==> src/hdl/flash_gate_pkg.sv <==
// Constants, register map and carrier types of the flash signature/security gate.
// Assumes a 32-bit AHB-Lite register bus and a single system clock.
package flash_gate_pkg;
  // Register byte offsets
  localparam logic [7:0] ADDR_CMD  = 8'h00;
  localparam logic [7:0] ADDR_RESP = 8'h04;
  localparam logic [7:0] ADDR_SIG  = 8'h08;
  localparam logic [7:0] ADDR_SEC  = 8'h0c;
  localparam logic [7:0] ADDR_CTRL = 8'h10;
  localparam logic [7:0] ADDR_ISTA = 8'h14;
  localparam logic [7:0] ADDR_ICLR = 8'h18;
  localparam logic [7:0] ADDR_IEN  = 8'h1c;
  // Command opcodes in CMD[3:0]
  localparam logic [3:0] OP_SIG   = 4'h1;
  localparam logic [3:0] OP_ERASE = 4'h2;
  localparam logic [3:0] OP_WRITE = 4'h3;
  localparam logic [3:0] OP_SET   = 4'h4;
  localparam logic [3:0] OP_REL   = 4'h5;
  localparam logic [3:0] OP_GET   = 4'h6;
  // Field positions
  localparam int OP_LSB     = 0;
  localparam int SET_EP_BIT = 8;
  localparam int SET_WP_BIT = 9;
  localparam int CFG_HI_BIT = 1;
  localparam int CFG_LO_BIT = 0;
  localparam int EV_ACK     = 0;
  localparam int EV_NAK     = 1;
  localparam int EV_SIGEND  = 2;
  localparam int NUM_EV     = 3;
  // Signature layout
  localparam int SIG_BYTES  = 22;
  localparam int SIG_BITS   = SIG_BYTES * 8;
  // Reset values
  localparam logic [NUM_EV-1:0] IEN_RST  = 3'h0;
  localparam logic              CTRL_RST = 1'b0;

  // Security flags, also the shape of their set requests
  typedef struct packed {
    logic write_prohib;
    logic erase_prohib;
  } sec_flags_type;

  localparam sec_flags_type SEC_SHIPPED = 2'h0;

  // One-cycle launch strobes toward the flash sequencer
  typedef struct packed {
    logic write;
    logic erase;
  } flash_op_type;
endpackage

==> src/hdl/flash_signature_security_gate.sv <==
// Command gate of the serial flash-programming interface: signature stream,
// security flags and the erase/write/release checks, with AHB-Lite registers.
// Assumes a zero-wait AHB-Lite master, blank flags and option byte from logic
// on clk_sys, and por_n asserted only to model the factory-fresh flash.
`timescale 1ns/100ps
`default_nettype none

module flash_signature_security_gate
  import flash_gate_pkg::*;
#(
  parameter logic [23:0] DEV_CODE  = 24'h5a5a5a,  // Arbitrary value
  parameter logic [79:0] DEV_NAME  = 80'h464c4153484741544520,
  parameter logic [23:0] CODE_LAST = 24'h003fff,
  parameter logic [23:0] DATA_LAST = 24'h0f17ff,
  parameter logic [23:0] FW_VER    = 24'h010203
)
(
  input  wire logic          clk_sys,
  input  wire logic          rst_n,
  input  wire logic          por_n,
  input  wire logic          hsel,
  input  wire logic [31:0]   haddr,
  input  wire logic [1:0]    htrans,
  input  wire logic          hwrite,
  input  wire logic [2:0]    hsize,
  input  wire logic          hready,
  input  wire logic [31:0]   hwdata,
  output var  logic          hreadyout,
  output var  logic [31:0]   hrdata,
  output var  logic          hresp,
  input  wire logic [7:0]    opt_byte,
  input  wire logic          code_blank,
  input  wire logic          data_blank,
  input  wire logic          sp_erase_req,
  input  wire logic          sp_write_req,
  input  wire sec_flags_type sp_set,
  output var  flash_op_type  flash_op,
  output var  sec_flags_type sec_state,
  output var  logic          rel_pending,
  output var  logic          full_speed,
  output var  logic          irq
);

  // Addresses are 20 bits wide in the flash map
  if (CODE_LAST > 24'h0fffff || DATA_LAST > 24'h0fffff)
  begin : g_bad_addr
    $error("flash last address exceeds 20 bits");
  end

  wire flash_speed_cfg_hi = opt_byte[CFG_HI_BIT];
  wire flash_speed_cfg_lo = opt_byte[CFG_LO_BIT];

  logic                 wr_dp_r;
  logic [7:0]           wa_r;
  logic                 ack_r;
  logic                 nak_r;
  logic                 sig_active_r;
  logic [4:0]           sig_idx_r;
  logic [4:0]           sig_idx_nxt;
  logic                 ctrl_fs_r;
  logic [NUM_EV-1:0]    ista_r;
  logic [NUM_EV-1:0]    ista_nxt;
  logic [NUM_EV-1:0]    ien_r;
  logic                 booted_r;
  sec_flags_type        sec_r;
  sec_flags_type        sec_nxt;
  logic                 rel_pend_r;
  logic [31:0]          rd_mux;

  // Bus address phase; the slave never stalls so hsel, htrans[1] and hready qualify it
  wire       addr_ok  = hsel & htrans[1] & hready;
  wire       wr_ap    = addr_ok & hwrite;
  wire       rd_ap    = addr_ok & ~hwrite;
  wire [7:0] ra       = haddr[7:0];
  wire       wr_cmd   = wr_dp_r & (wa_r == ADDR_CMD);
  wire       wr_ctrl  = wr_dp_r & (wa_r == ADDR_CTRL);
  wire       wr_iclr  = wr_dp_r & (wa_r == ADDR_ICLR);
  wire       wr_ien   = wr_dp_r & (wa_r == ADDR_IEN);
  wire [3:0] op       = hwdata[OP_LSB +: 4];

  // Command decode
  wire is_sig   = (op == OP_SIG);
  wire is_erase = (op == OP_ERASE);
  wire is_write = (op == OP_WRITE);
  wire is_set   = (op == OP_SET);
  wire is_rel   = (op == OP_REL);
  wire is_get   = (op == OP_GET);

  // Security checks on link commands
  wire erase_ok = ~sec_r.erase_prohib;
  wire write_ok = ~sec_r.write_prohib;
  wire rel_ok   = ~sec_r.erase_prohib & code_blank & data_blank;
  wire cmd_good = is_sig | is_get | is_set | (is_erase & erase_ok)
                | (is_write & write_ok) | (is_rel & rel_ok);
  wire cmd_ack  = wr_cmd & cmd_good;
  wire cmd_nak  = wr_cmd & ~cmd_good;
  wire link_erase = cmd_ack & is_erase;
  wire link_write = cmd_ack & is_write;
  wire rel_acc    = cmd_ack & is_rel;
  wire set_ep     = cmd_ack & is_set & hwdata[SET_EP_BIT];
  wire set_wp     = cmd_ack & is_set & hwdata[SET_WP_BIT];

  // A pending release is applied on the first clock after a device reset
  wire apply_rel = ~booted_r & rel_pend_r;

  // Flags only ever set, except write prohibition on an applied release;
  // a set arriving together with the release wins
  assign sec_nxt.erase_prohib = sec_r.erase_prohib | set_ep | sp_set.erase_prohib;
  assign sec_nxt.write_prohib = (sec_r.write_prohib & ~apply_rel)
                              | set_wp | sp_set.write_prohib;

  // Signature byte stream in send order
  wire [SIG_BITS-1:0] sig_vec = {
    DEV_CODE, DEV_NAME,
    CODE_LAST[7:0], CODE_LAST[15:8], CODE_LAST[23:16],
    DATA_LAST[7:0], DATA_LAST[15:8], DATA_LAST[23:16],
    FW_VER[23:16], FW_VER[15:8], FW_VER[7:0]
  };
  wire [7:0] sig_base = 8'(SIG_BITS - 1) - {sig_idx_r, 3'b000};
  wire [7:0] sig_byte = sig_vec[sig_base -: 8];
  wire       sig_pop  = rd_ap & (ra == ADDR_SIG) & sig_active_r;
  wire       sig_last = (sig_idx_r == 5'(SIG_BYTES - 1));
  wire       sig_go   = cmd_ack & is_sig;

  // Restart wins over a pop in the same cycle
  assign sig_idx_nxt = sig_go ? 5'h00 : (sig_pop ? sig_idx_r + 5'h01 : sig_idx_r);

  // Interrupt status: a new event wins over a clear of the same bit
  wire [NUM_EV-1:0] ev = {sig_pop & sig_last, cmd_nak, cmd_ack};
  assign ista_nxt = (ista_r & ~(wr_iclr ? hwdata[NUM_EV-1:0] : '0)) | ev;

  // Read data, sampled in the address phase and held through the data phase
  assign rd_mux =
      (ra == ADDR_RESP) ? {30'h0, nak_r, ack_r} :
      (ra == ADDR_SIG)  ? {23'h0, sig_active_r, sig_active_r ? sig_byte : 8'h00} :
      (ra == ADDR_SEC)  ? {28'h0, full_speed, rel_pend_r, sec_r.write_prohib,
                           sec_r.erase_prohib} :
      (ra == ADDR_CTRL) ? {31'h0, ctrl_fs_r} :
      (ra == ADDR_ISTA) ? {29'h0, ista_r} :
      (ra == ADDR_IEN)  ? {29'h0, ien_r} : 32'h0;

  // Nonvolatile security state, reset only by the factory-fresh reset; an applied release clears write prohibition
  always_ff @(posedge clk_sys or negedge por_n)
  begin
    if (!por_n)
    begin
      sec_r      <= SEC_SHIPPED;
      rel_pend_r <= 1'b0;
    end
    else
    begin
      sec_r      <= sec_nxt;
      rel_pend_r <= (rel_pend_r & ~apply_rel) | rel_acc;
    end
  end

  // Bus pipeline and answer registers
  always_ff @(posedge clk_sys or negedge rst_n)
  begin
    if (!rst_n)
    begin
      wr_dp_r   <= 1'b0;
      wa_r      <= 8'h00;
      hrdata    <= 32'h0;
      hreadyout <= 1'b0;
      hresp     <= 1'b0;
      ack_r     <= 1'b0;
      nak_r     <= 1'b0;
    end
    else
    begin
      wr_dp_r   <= wr_ap;
      wa_r      <= ra;
      hrdata    <= rd_ap ? rd_mux : 32'h0;
      hreadyout <= 1'b1;
      hresp     <= 1'b0;
      ack_r     <= wr_cmd ? cmd_ack : ack_r;
      nak_r     <= wr_cmd ? cmd_nak : nak_r;
    end
  end

  // Signature walk, control, interrupts and flash strobes
  always_ff @(posedge clk_sys or negedge rst_n)
  begin
    if (!rst_n)
    begin
      booted_r     <= 1'b0;
      sig_active_r <= 1'b0;
      sig_idx_r    <= 5'h00;
      ctrl_fs_r    <= CTRL_RST;
      ista_r       <= '0;
      ien_r        <= IEN_RST;
      irq          <= 1'b0;
      full_speed   <= 1'b0;
      flash_op     <= '0;
      sec_state    <= SEC_SHIPPED;
      rel_pending  <= 1'b0;
    end
    else
    begin
      booted_r     <= 1'b1;
      sig_active_r <= sig_go | (sig_active_r & ~(sig_pop & sig_last));
      sig_idx_r    <= sig_idx_nxt;
      ctrl_fs_r    <= wr_ctrl ? hwdata[0] : ctrl_fs_r;
      ista_r       <= ista_nxt;
      ien_r        <= wr_ien ? hwdata[NUM_EV-1:0] : ien_r;
      irq          <= |(ista_nxt & ien_r);
      full_speed   <= ctrl_fs_r & flash_speed_cfg_hi & flash_speed_cfg_lo;
      // Self-programming bypasses the link security checks
      flash_op.erase <= link_erase | sp_erase_req;
      flash_op.write <= link_write | sp_write_req;
      sec_state    <= sec_nxt;
      rel_pending  <= (rel_pend_r & ~apply_rel) | rel_acc;
    end
  end
endmodule // flash_signature_security_gate

`default_nettype wire

==> config.mk <==
export PLATFORM = sky130hd
export DESIGN_NAME = flash_signature_security_gate
export DESIGN_NICKNAME = d
export VERILOG_FILES = /design/src/hdl/flash_gate_pkg.sv /design/src/hdl/flash_signature_security_gate.sv
export SDC_FILE = /design/constraint.sdc
export NUM_CORES = 1
export LEC_CHECK = 0
export BUFFER_PORTS_ARGS = -buffer_cell sky130_fd_sc_hd__buf_2
export CAP_MARGIN = 10
export CORE_MARGIN = 10
export CORE_UTILIZATION = 48
export CTS_BUF_LIST = sky130_fd_sc_hd__clkbuf_16
export DETAILED_ROUTE_END_ITERATION = 6
export PLACE_DENSITY = 0.85
export SYNTH_ARGS = -nofsm -noshare
export SYNTH_HDL_FRONTEND = slang
export SYNTH_SLANG_ARGS = --single-unit
==> constraint.sdc <==
create_clock -name clk_sys -period 6.4 [get_ports clk_sys]
set_clock_uncertainty 0.15 [all_clocks]
set_input_delay 1.28 -clock clk_sys [delete_from_list [all_inputs] [get_ports clk_sys]]
set_output_delay 1.28 -clock clk_sys [all_outputs]
set_load 0.05 [all_outputs]
# --- Word level (Yosys, flattened, before mapping) ---
# Cells that the tools add are included.
# Widths: inputs -> output; s select.
totals:
  ff_bits: 44
  in_bits: 89
  out_inout_bits: 41
classes:
  addsub: 2
  n_eq_ne: 16
  shifts: 1
  mux: 11
  n_bitwise: 55
  reduce_logical: 3
ops:
  columns: ["cell", "n"]
  rows:
  - ["$shiftx 183x9->8 const A", 1]
  - ["$eq 8x5->1 const B", 6]
  - ["$and 1x1->1", 31]
  - ["$mux 9", 3]
  - ["$eq 8x4->1 const B", 2]
  - ["$or 1x1->1", 13]
  - ["$eq 4x3->1 const B", 3]
  - ["$mux 3", 4]
  - ["$mux 5", 2]
  - ["$eq 4x2->1 const B", 2]
  - ["$eq 8x3->1 const B", 1]
  - ["$logic_not 8->1", 1]
  - ["$mux 8", 1]
  - ["$sub 8x8->8 const A", 1]
  - ["$not 1->1", 7]
  - ["$and 3x3->3", 2]
  - ["$add 5x1->5 const B", 1]
  - ["$eq 5x5->1 const B", 1]
  - ["$eq 4x1->1 const B", 1]
  - ["$mux 4", 1]
  - ["$not 3->3", 1]
  - ["$or 3x3->3", 1]
  - ["$reduce_or 3->1", 1]
  - ["$reduce_bool 2->1", 1]

# --- Depth between registers and ports, before layout ---
# Gate-level depths: netlist (run 1).
depth:
  word_depth: 11
  ltp_mapped: 9

# --- Worst setup path before layout (run 1) ---
# OpenSTA, ideal clock, no wires.
synth_timing:
  kind: "input -> register"
  startpoint: "in haddr[6]"
  endpoint: "reg sig_idx_r[2]"
  setup_ns: 0.133
  arrival_time_ns: 2.670
  t_required_ns: 6.117
  setup_slack_ns: 3.447
  cell_stages: 7
  path_buffers: 1
  path_cell_list: "or4_1 > nor3b_1 > and2_1 > buf_4 > nand2_1 > xor2_1 > nor2_1"
synth_between:
  elab_chain_cells: 4
synth_lines:
  columns: ["element", "line", "source"]
  rows:
  - ["from (decl)", "flash_signature_security_gate.sv:22", "input wire logic [31:0] haddr,"]
  - ["$eq 8x4->1", "flash_signature_security_gate.sv:121", "wire sig_pop = rd_ap & (ra == ADDR_SIG) & sig_active_r;"]
  - ["$and 1x1->1 (2 in a row)", "flash_signature_security_gate.sv:121", null]
  - ["$reduce_bool 2->1 (no source line)", null, null]
  - ["to (signal assigned)", "flash_signature_security_gate.sv:203", "sig_idx_r <= sig_idx_nxt;"]
  - ["to (decl)", "flash_signature_security_gate.sv:58", "logic [4:0] sig_idx_r;"]
# No other way between the ends.
# A chain may end at the register's enable or synchronous reset.

# --- Worst setup path in the final report (run 1) ---
layout_timing:
  startpoint: "in haddr[6]"
  endpoint: "reg sig_idx_r[4]"
# Same word-level chain as after synthesis.

==> results of run 1 <==
==> where the power goes <==
| group | leakage [nW] | internal (mW) | switching, mW |
|---|---|---|---|
| Combinational | 0.708 | 0.0144 | 0.0568 |
| Sequential | 0.550 | 0.284 | 0.00320 |
| Clock | 0.0850 | 0.182 | 0.0984 |
==> layer usage <==
layer / wire length, um / global-route usage / part of all wire
met1: 2350 / 0.153 / 0.45
met2: 2310 / 0.196 / 0.44
met3: 508 / 0.0499 / 0.097
met4: 68 / 0.0464 / 0.013
met5: 0 / 0 / 0
==> worst paths after layout <==
path / start / end / slack (ns) / cells after the start
worst max-delay path: haddr[6] / sig_idx_r[4] / 3.26 / 7
worst min-delay path: ack_r / ack_r / 0.34 / 1
worst max register to register: sig_idx_r[1] / hrdata[3] / 3.63 / 7
worst min register to register: ack_r / ack_r / 0.34 / 1
max in group asynchronous: rst_n / wa_r[3] / 4.58 / 1
min in group asynchronous: por_n / sec_r[0] / 0.63 / 1
==> per-stage QoR <==
stage / setup slack (ns) / cell area (um2) / total power, mW / std cells / hold WS [ns]
final: 3.26 / 2730 / 0.638 / 358 / 0.344
after global routing: 3.16 / 2730 / 0.658 / 358 / 0.361
after CTS: 3.26 / 2730 / 0.645 / 358 / 0.340
after detailed placement: 2.99 / 2560 / 0.362 / 350 / 0.327
after global placement: 2.99 / 2560 / 0.361 / 350 / 0.313
after floorplan: 3.45 / 2460 / 0.353 / 268 / 0.291
==> synth_stat cells, types with 2 or more instances <==
cell / count
dfrtp_1: 44
nand4_1: 2
mux2_2: 6
and2_1: 3
o22ai_1: 4
a22oi_1: 2
buf_4: 25
xnor2_1: 4
o31ai_1: 2
o21a_1: 2
mux2i_1: 4
nor3_1: 6
a21oi_1: 13
a31oi_1: 3
xor2_1: 6
conb_1: 2
nand2_1: 24
o21ai_0: 10
a22o_1: 2
nand3_1: 9
o21bai_1: 2
nor3b_1: 2
nor2_1: 27
clkbuf_1: 4
inv_1: 9
ha_1: 8
==> cell type report <==
cell class	instances	area (um2)
clock buffer	5	125
clock inverter	3	38.8
fill	420	2030
inverter	9	33.8
multi-input combinational	185	1120
sequential	44	1100
tap	67	83.8
timing repair buffer	45	225
==> state kept, by name, summed over array words and instances (netlist names) <==
name / flops
nak_r: 1
ien_r: 3
ista_r: 3
flash_op: 2
sec_r: 2
ctrl_fs_r: 1
rel_pending: 1
hrdata: 9
rel_pend_r: 1
wa_r: 8
sig_idx_r: 5
sec_state: 2
irq: 1
full_speed: 1
ack_r: 1
hreadyout: 1
wr_dp_r: 1
sig_active_r: 1
==> kinds of logic (layout without fill, tap and decap cells) <==
group,count (synthesis),after routing,share of synthesized area
AND/OR/NAND/NOR,84,84,0.179
AO/OA/AOI/OAI,48,48,0.128
flip-flops,44,44,0.463
buffers and inverters,39,62,0.102
XOR/XNOR,10,10,0.0369
multiplexers,10,10,0.0453
adder cells (fa/ha/maj),8,8,0.0421
other,2,25,0.00316
==> worst register-to-register path: cells and delay by family (launching register included) <==
family,cells,cell delay [ns]
muxes,1,0.41
and+or+nand+nor,1,0.12
xor gates and xnor gates,1,0.59
adders and majority gates,1,0.28
DFF,1,0.57
AOI/OAI and AO/OA,3,0.54
==> impl_metrics.json, run 1 <==
{
  "max_slew.worst_pin.slew_ns": 0.892,
  "grt_start_max_net_pins": 42,
  "grt_pass1_vias": 1867,
  "peakVddDrop_mv": 0.119,
  "hold_path_class": "reg2reg",
  "syn2layout_area_growth_pct": 14.8,
  "antenna_cells": 0,
  "cts_tree": "done",
  "worstPathRequired_ns": 6.41,
  "io_buffers": 45,
  "path_buf_inv": 1,
  "io_pins": 130,
  "clk_latency_ns": 0.28,
  "initial_utilization": 0.500,
  "min_period_over_period": 0.491,
  "hold_violations": 0,
  "final_common_cell": "buf_2",
  "dpl.hpwl_um": 3890,
  "maxCapViolations": 0,
  "synth_top_cell_by_area": "dfrtp_1",
  "rsz0062_at_grt": "false",
  "clk_path_buf_depth": 2,
  "cts_hold_buffers": 0,
  "clkTransAtPathRegs_ns": 0.06,
  "drtPass1Iterations": 4,
  "vias_per_cell": 5.13,
  "cts_made_buffers": 5,
  "cts.sinks": 44,
  "critical_path.top_delay_family": "simple AND/OR/NAND/NOR gates",
  "overflow": 0,
  "ys_types": 46,
  "synth_area_leaders": "dfrtp_1 46%, buf_4 7.9%, nor2_1 4.3%",
  "syn-cell-area_um2": 2380,
  "initialDrtViolationCount": 121,
  "seq_area_frac_synth": 0.463,
  "period_minus_slack_ns": 3.14,
  "core_area_um2": 4750,
  "wire_per_inst_um": 14.6,
  "vias": 1835,
  "grt_pass1_wl_um": 8710,
  "syn_area_per_cell_um2": 9.70,
  "place.gp.congestion": 0.873,
  "antenna_found_initial": 0,
  "fmax_mhz": 318,
  "synthArstFlopShare": 1.00,
  "crit_chain": "buf_2, or4_1, nor3b_1, and2_1, nand4_1, xor2_1, nor2_1",
  "synth-seq-cells": 44,
  "htree_levels": 2,
  "synth_top_cell_area_share": 0.463,
  "synth_warnings": 0,
  "root_buffer": "clkbuf_16",
  "route.detailed.drc": 0,
  "post-cts-setup-buffers": 0,
  "final_net_count": 387,
  "start_kind": "primary input",
  "post_cts_resized": 0,
  "finalSetupViolCount": 0,
  "endpoint_kind": "flop",
  "final_max_slew_viol_count": 0,
  "track_usage": 0.126,
  "power_density_nw_per_um2": 234,
  "crit_path_max_fanout": 12,
  "antenna_left": 0,
  "syn_inst": 245,
  "slew-limit-headroom": 0.405,
  "layout-drive-gt1-share": 0.210,
  "arrival_ns": 3.15,
  "die_y_um": 90.4,
  "die_area_um2": 8160,
  "drt_wl_total_um": 5230,
  "final_cell_mix": "45 x buf_2, 44 x dfrtp_1, 27 x nor2_1",
  "total_leakage_power_nw": 1.34,
  "path_class": "in2reg",
  "ys.flop_type": "dfrtp_1",
  "fin_util": 0.574,
  "fp-row-count": 25,
  "outcome": "completed",
  "slowest_stage": "or4_1",
  "slowest_delay_ns": 0.57,
  "synth_edf_count": 0,
  "die_w_um": 90.4,
  "setup_tns_ns": 0
}
No activity file was read; power rests on OpenSTA's default activity.
==> inputs of run 2 (changes only) <==
CORE_UTILIZATION = 45   (was 48)
PLACE_DENSITY = 0.81   (was 0.85)
clock period = 2.9 ns   (was 6.4 ns; I/O delays follow)
==> impl_metrics.json, run 2 (same netlist as run 1, synthesis figures left out) <==
{
  "outcome": "completed",
  "regMostFlops": "hrdata",
  "rr_worst_depth": 8,
  "io_buffers": 45,
  "peakVddDrop_mv": 0.407,
  "final_net_count": 390,
  "final_cell_mix": "45 x buf_2, 44 x dfrtp_1, 27 x nor2_1",
  "worstPathRequired_ns": 2.92,
  "fin_util": 0.541,
  "fp-row-count": 26,
  "clkTransAtPathRegs_ns": 0.06,
  "hold_path_class": "in2reg",
  "cts_made_buffers": 5,
  "path_common_cell": "o21ai_0",
  "start_kind": "flop",
  "maxCapViolations": 0,
  "grt_pass1_vias": 1934,
  "r2r_start": "sig_idx_r[1]",
  "route.detailed.drc": 0,
  "arrival_ns": 2.47,
  "reg_top3": "hrdata x9, wa_r x8, sig_idx_r x5",
  "largest_register_ffs": 9,
  "fmax_mhz": 407,
  "die_w_um": 92.7,
  "post_cts_resized": 0,
  "endpoint_kind": "flop",
  "core_area_um2": 5110,
  "drt_wl_total_um": 5290,
  "finalSetupViolCount": 0,
  "total_leakage_power_nw": 1.35,
  "power_density_nw_per_um2": 519,
  "place.gp.congestion": 0.854,
  "power.internal_mw": 1.07,
  "slowest_stage": "dfrtp_1",
  "crit_path_max_fanout": 13,
  "seqPwrFrac": 0.441,
  "cts_hold_buffers": 1,
  "power_frac_comb": 0.110,
  "die_area_um2": 8590,
  "clkPwrFrac": 0.449,
  "path_class": "reg2reg",
  "wire_per_inst_um": 14.5,
  "post-cts-setup-buffers": 0,
  "setup_tns_ns": 0,
  "initialDrtViolationCount": 134,
  "drtPass1Iterations": 4,
  "die_y_um": 92.7,
  "htree_levels": 2,
  "initial_utilization": 0.465,
  "hold_violations": 0,
  "netSwitchingFraction": 0.256,
  "clk_latency_ns": 0.29,
  "antenna_found_initial": 0,
  "overflow": 0,
  "root_buffer": "clkbuf_16",
  "hold_end": "wa_r[5]",
  "min_from": "haddr[5]",
  "syn2layout_area_growth_pct": 16.3,
  "antenna_left": 0,
  "clk_path_buf_depth": 2,
  "grt_pass1_wl_um": 8870,
  "slowest_delay_ns": 0.58,
  "io_pins": 130,
  "cts.sinks": 44,
  "final_max_slew_viol_count": 0,
  "vias_per_cell": 5.10,
  "rsz0062_at_grt": "false",
  "final_common_cell": "buf_2",
  "crit_chain": "inv_1, ha_1, o21ai_0, o21ai_0, a21oi_1, o22ai_1, a32oi_1, nor2_1",
  "antenna_cells": 0,
  "dpl.hpwl_um": 4010,
  "reg2reg_to": "hrdata[1]",
  "layout-drive-gt1-share": 0.218,
  "max_slew.worst_pin.slew_ns": 0.887,
  "hold_depth": 1,
  "min_period_over_period": 0.847,
  "period_minus_slack_ns": 2.46,
  "r2r_slack_ns": 0.44,
  "p_switching_mw": 0.368,
  "track_usage": 0.126,
  "grt_start_max_net_pins": 42,
  "vias": 1857,
  "cts_tree": "done",
  "slew-limit-headroom": 0.409,
  "holdWs_ns": 0.259
}
==> run 2: worst max-delay path by stage <==
stage                         to    startpoint  depth (start not counted)
floorplan           sig_idx_r[2]      haddr[6]                          7
global placement    sig_idx_r[4]      haddr[6]                          7
detailed placement  sig_idx_r[4]      haddr[6]                          7
CTS                    hrdata[1]  sig_idx_r[1]                          8
global route           hrdata[1]  sig_idx_r[1]                          8
finish                 hrdata[1]  sig_idx_r[1]                          8
==> run 2: per-layer routing <==
layer  part of all wire  global-route usage  up-vias  routed length (um)
met5                  0                   0        -                   0
met4              0.022              0.0617        0                 116
met3               0.11              0.0541       10                 599
met2               0.45               0.189       89                2380
met1               0.41               0.150      861                2200
li1                   -                   -      897                   -
==> run 2: power groups by stage <==
stage	Combinational, mW	Clock (mW)	Sequential (mW)
4_1_cts	0.158	0.655	0.633
3_3_place_gp	0.154	0	0.643
3_5_place_dp	0.156	0	0.644
5_1_grt	0.171	0.682	0.634
6_report	0.158	0.644	0.633
2_1_floorplan	0.126	0	0.653
==> run 2: metrics by stage <==
stage | instance area (um2) | power, mW | setup slack [ns] | std cells
2_1_floorplan | 2460 | 0.779 | 0.647 | 268
4_1_cts | 2760 | 1.45 | 0.489 | 364
6_report | 2760 | 1.43 | 0.444 | 364
3_3_place_gp | 2580 | 0.797 | 0.270 | 355
3_5_place_dp | 2580 | 0.800 | 0.232 | 355
5_1_grt | 2760 | 1.49 | 0.297 | 364
==> run 2: cell type report <==
type,instances,area (um2)
Inverter,9,33.8
Fill cell,454,2340
Sequential cell,44,1100
Tap cell,70,87.6
Clock inverter,3,46.3
Timing Repair Buffer,48,250
Multi-Input combinational cell,185,1120
Clock buffer,5,125
==> run 2: worst max-delay path: cells and delay by family, from the launching register on <==
kind                     cells  cell delay (ns)
flip-flops                   1             0.58
AO/OA/AOI/OAI                5             0.86
buffers and inverters        1             0.17
AND/OR/NAND/NOR              1             0.09
adder cells (fa/ha/maj)      1             0.48
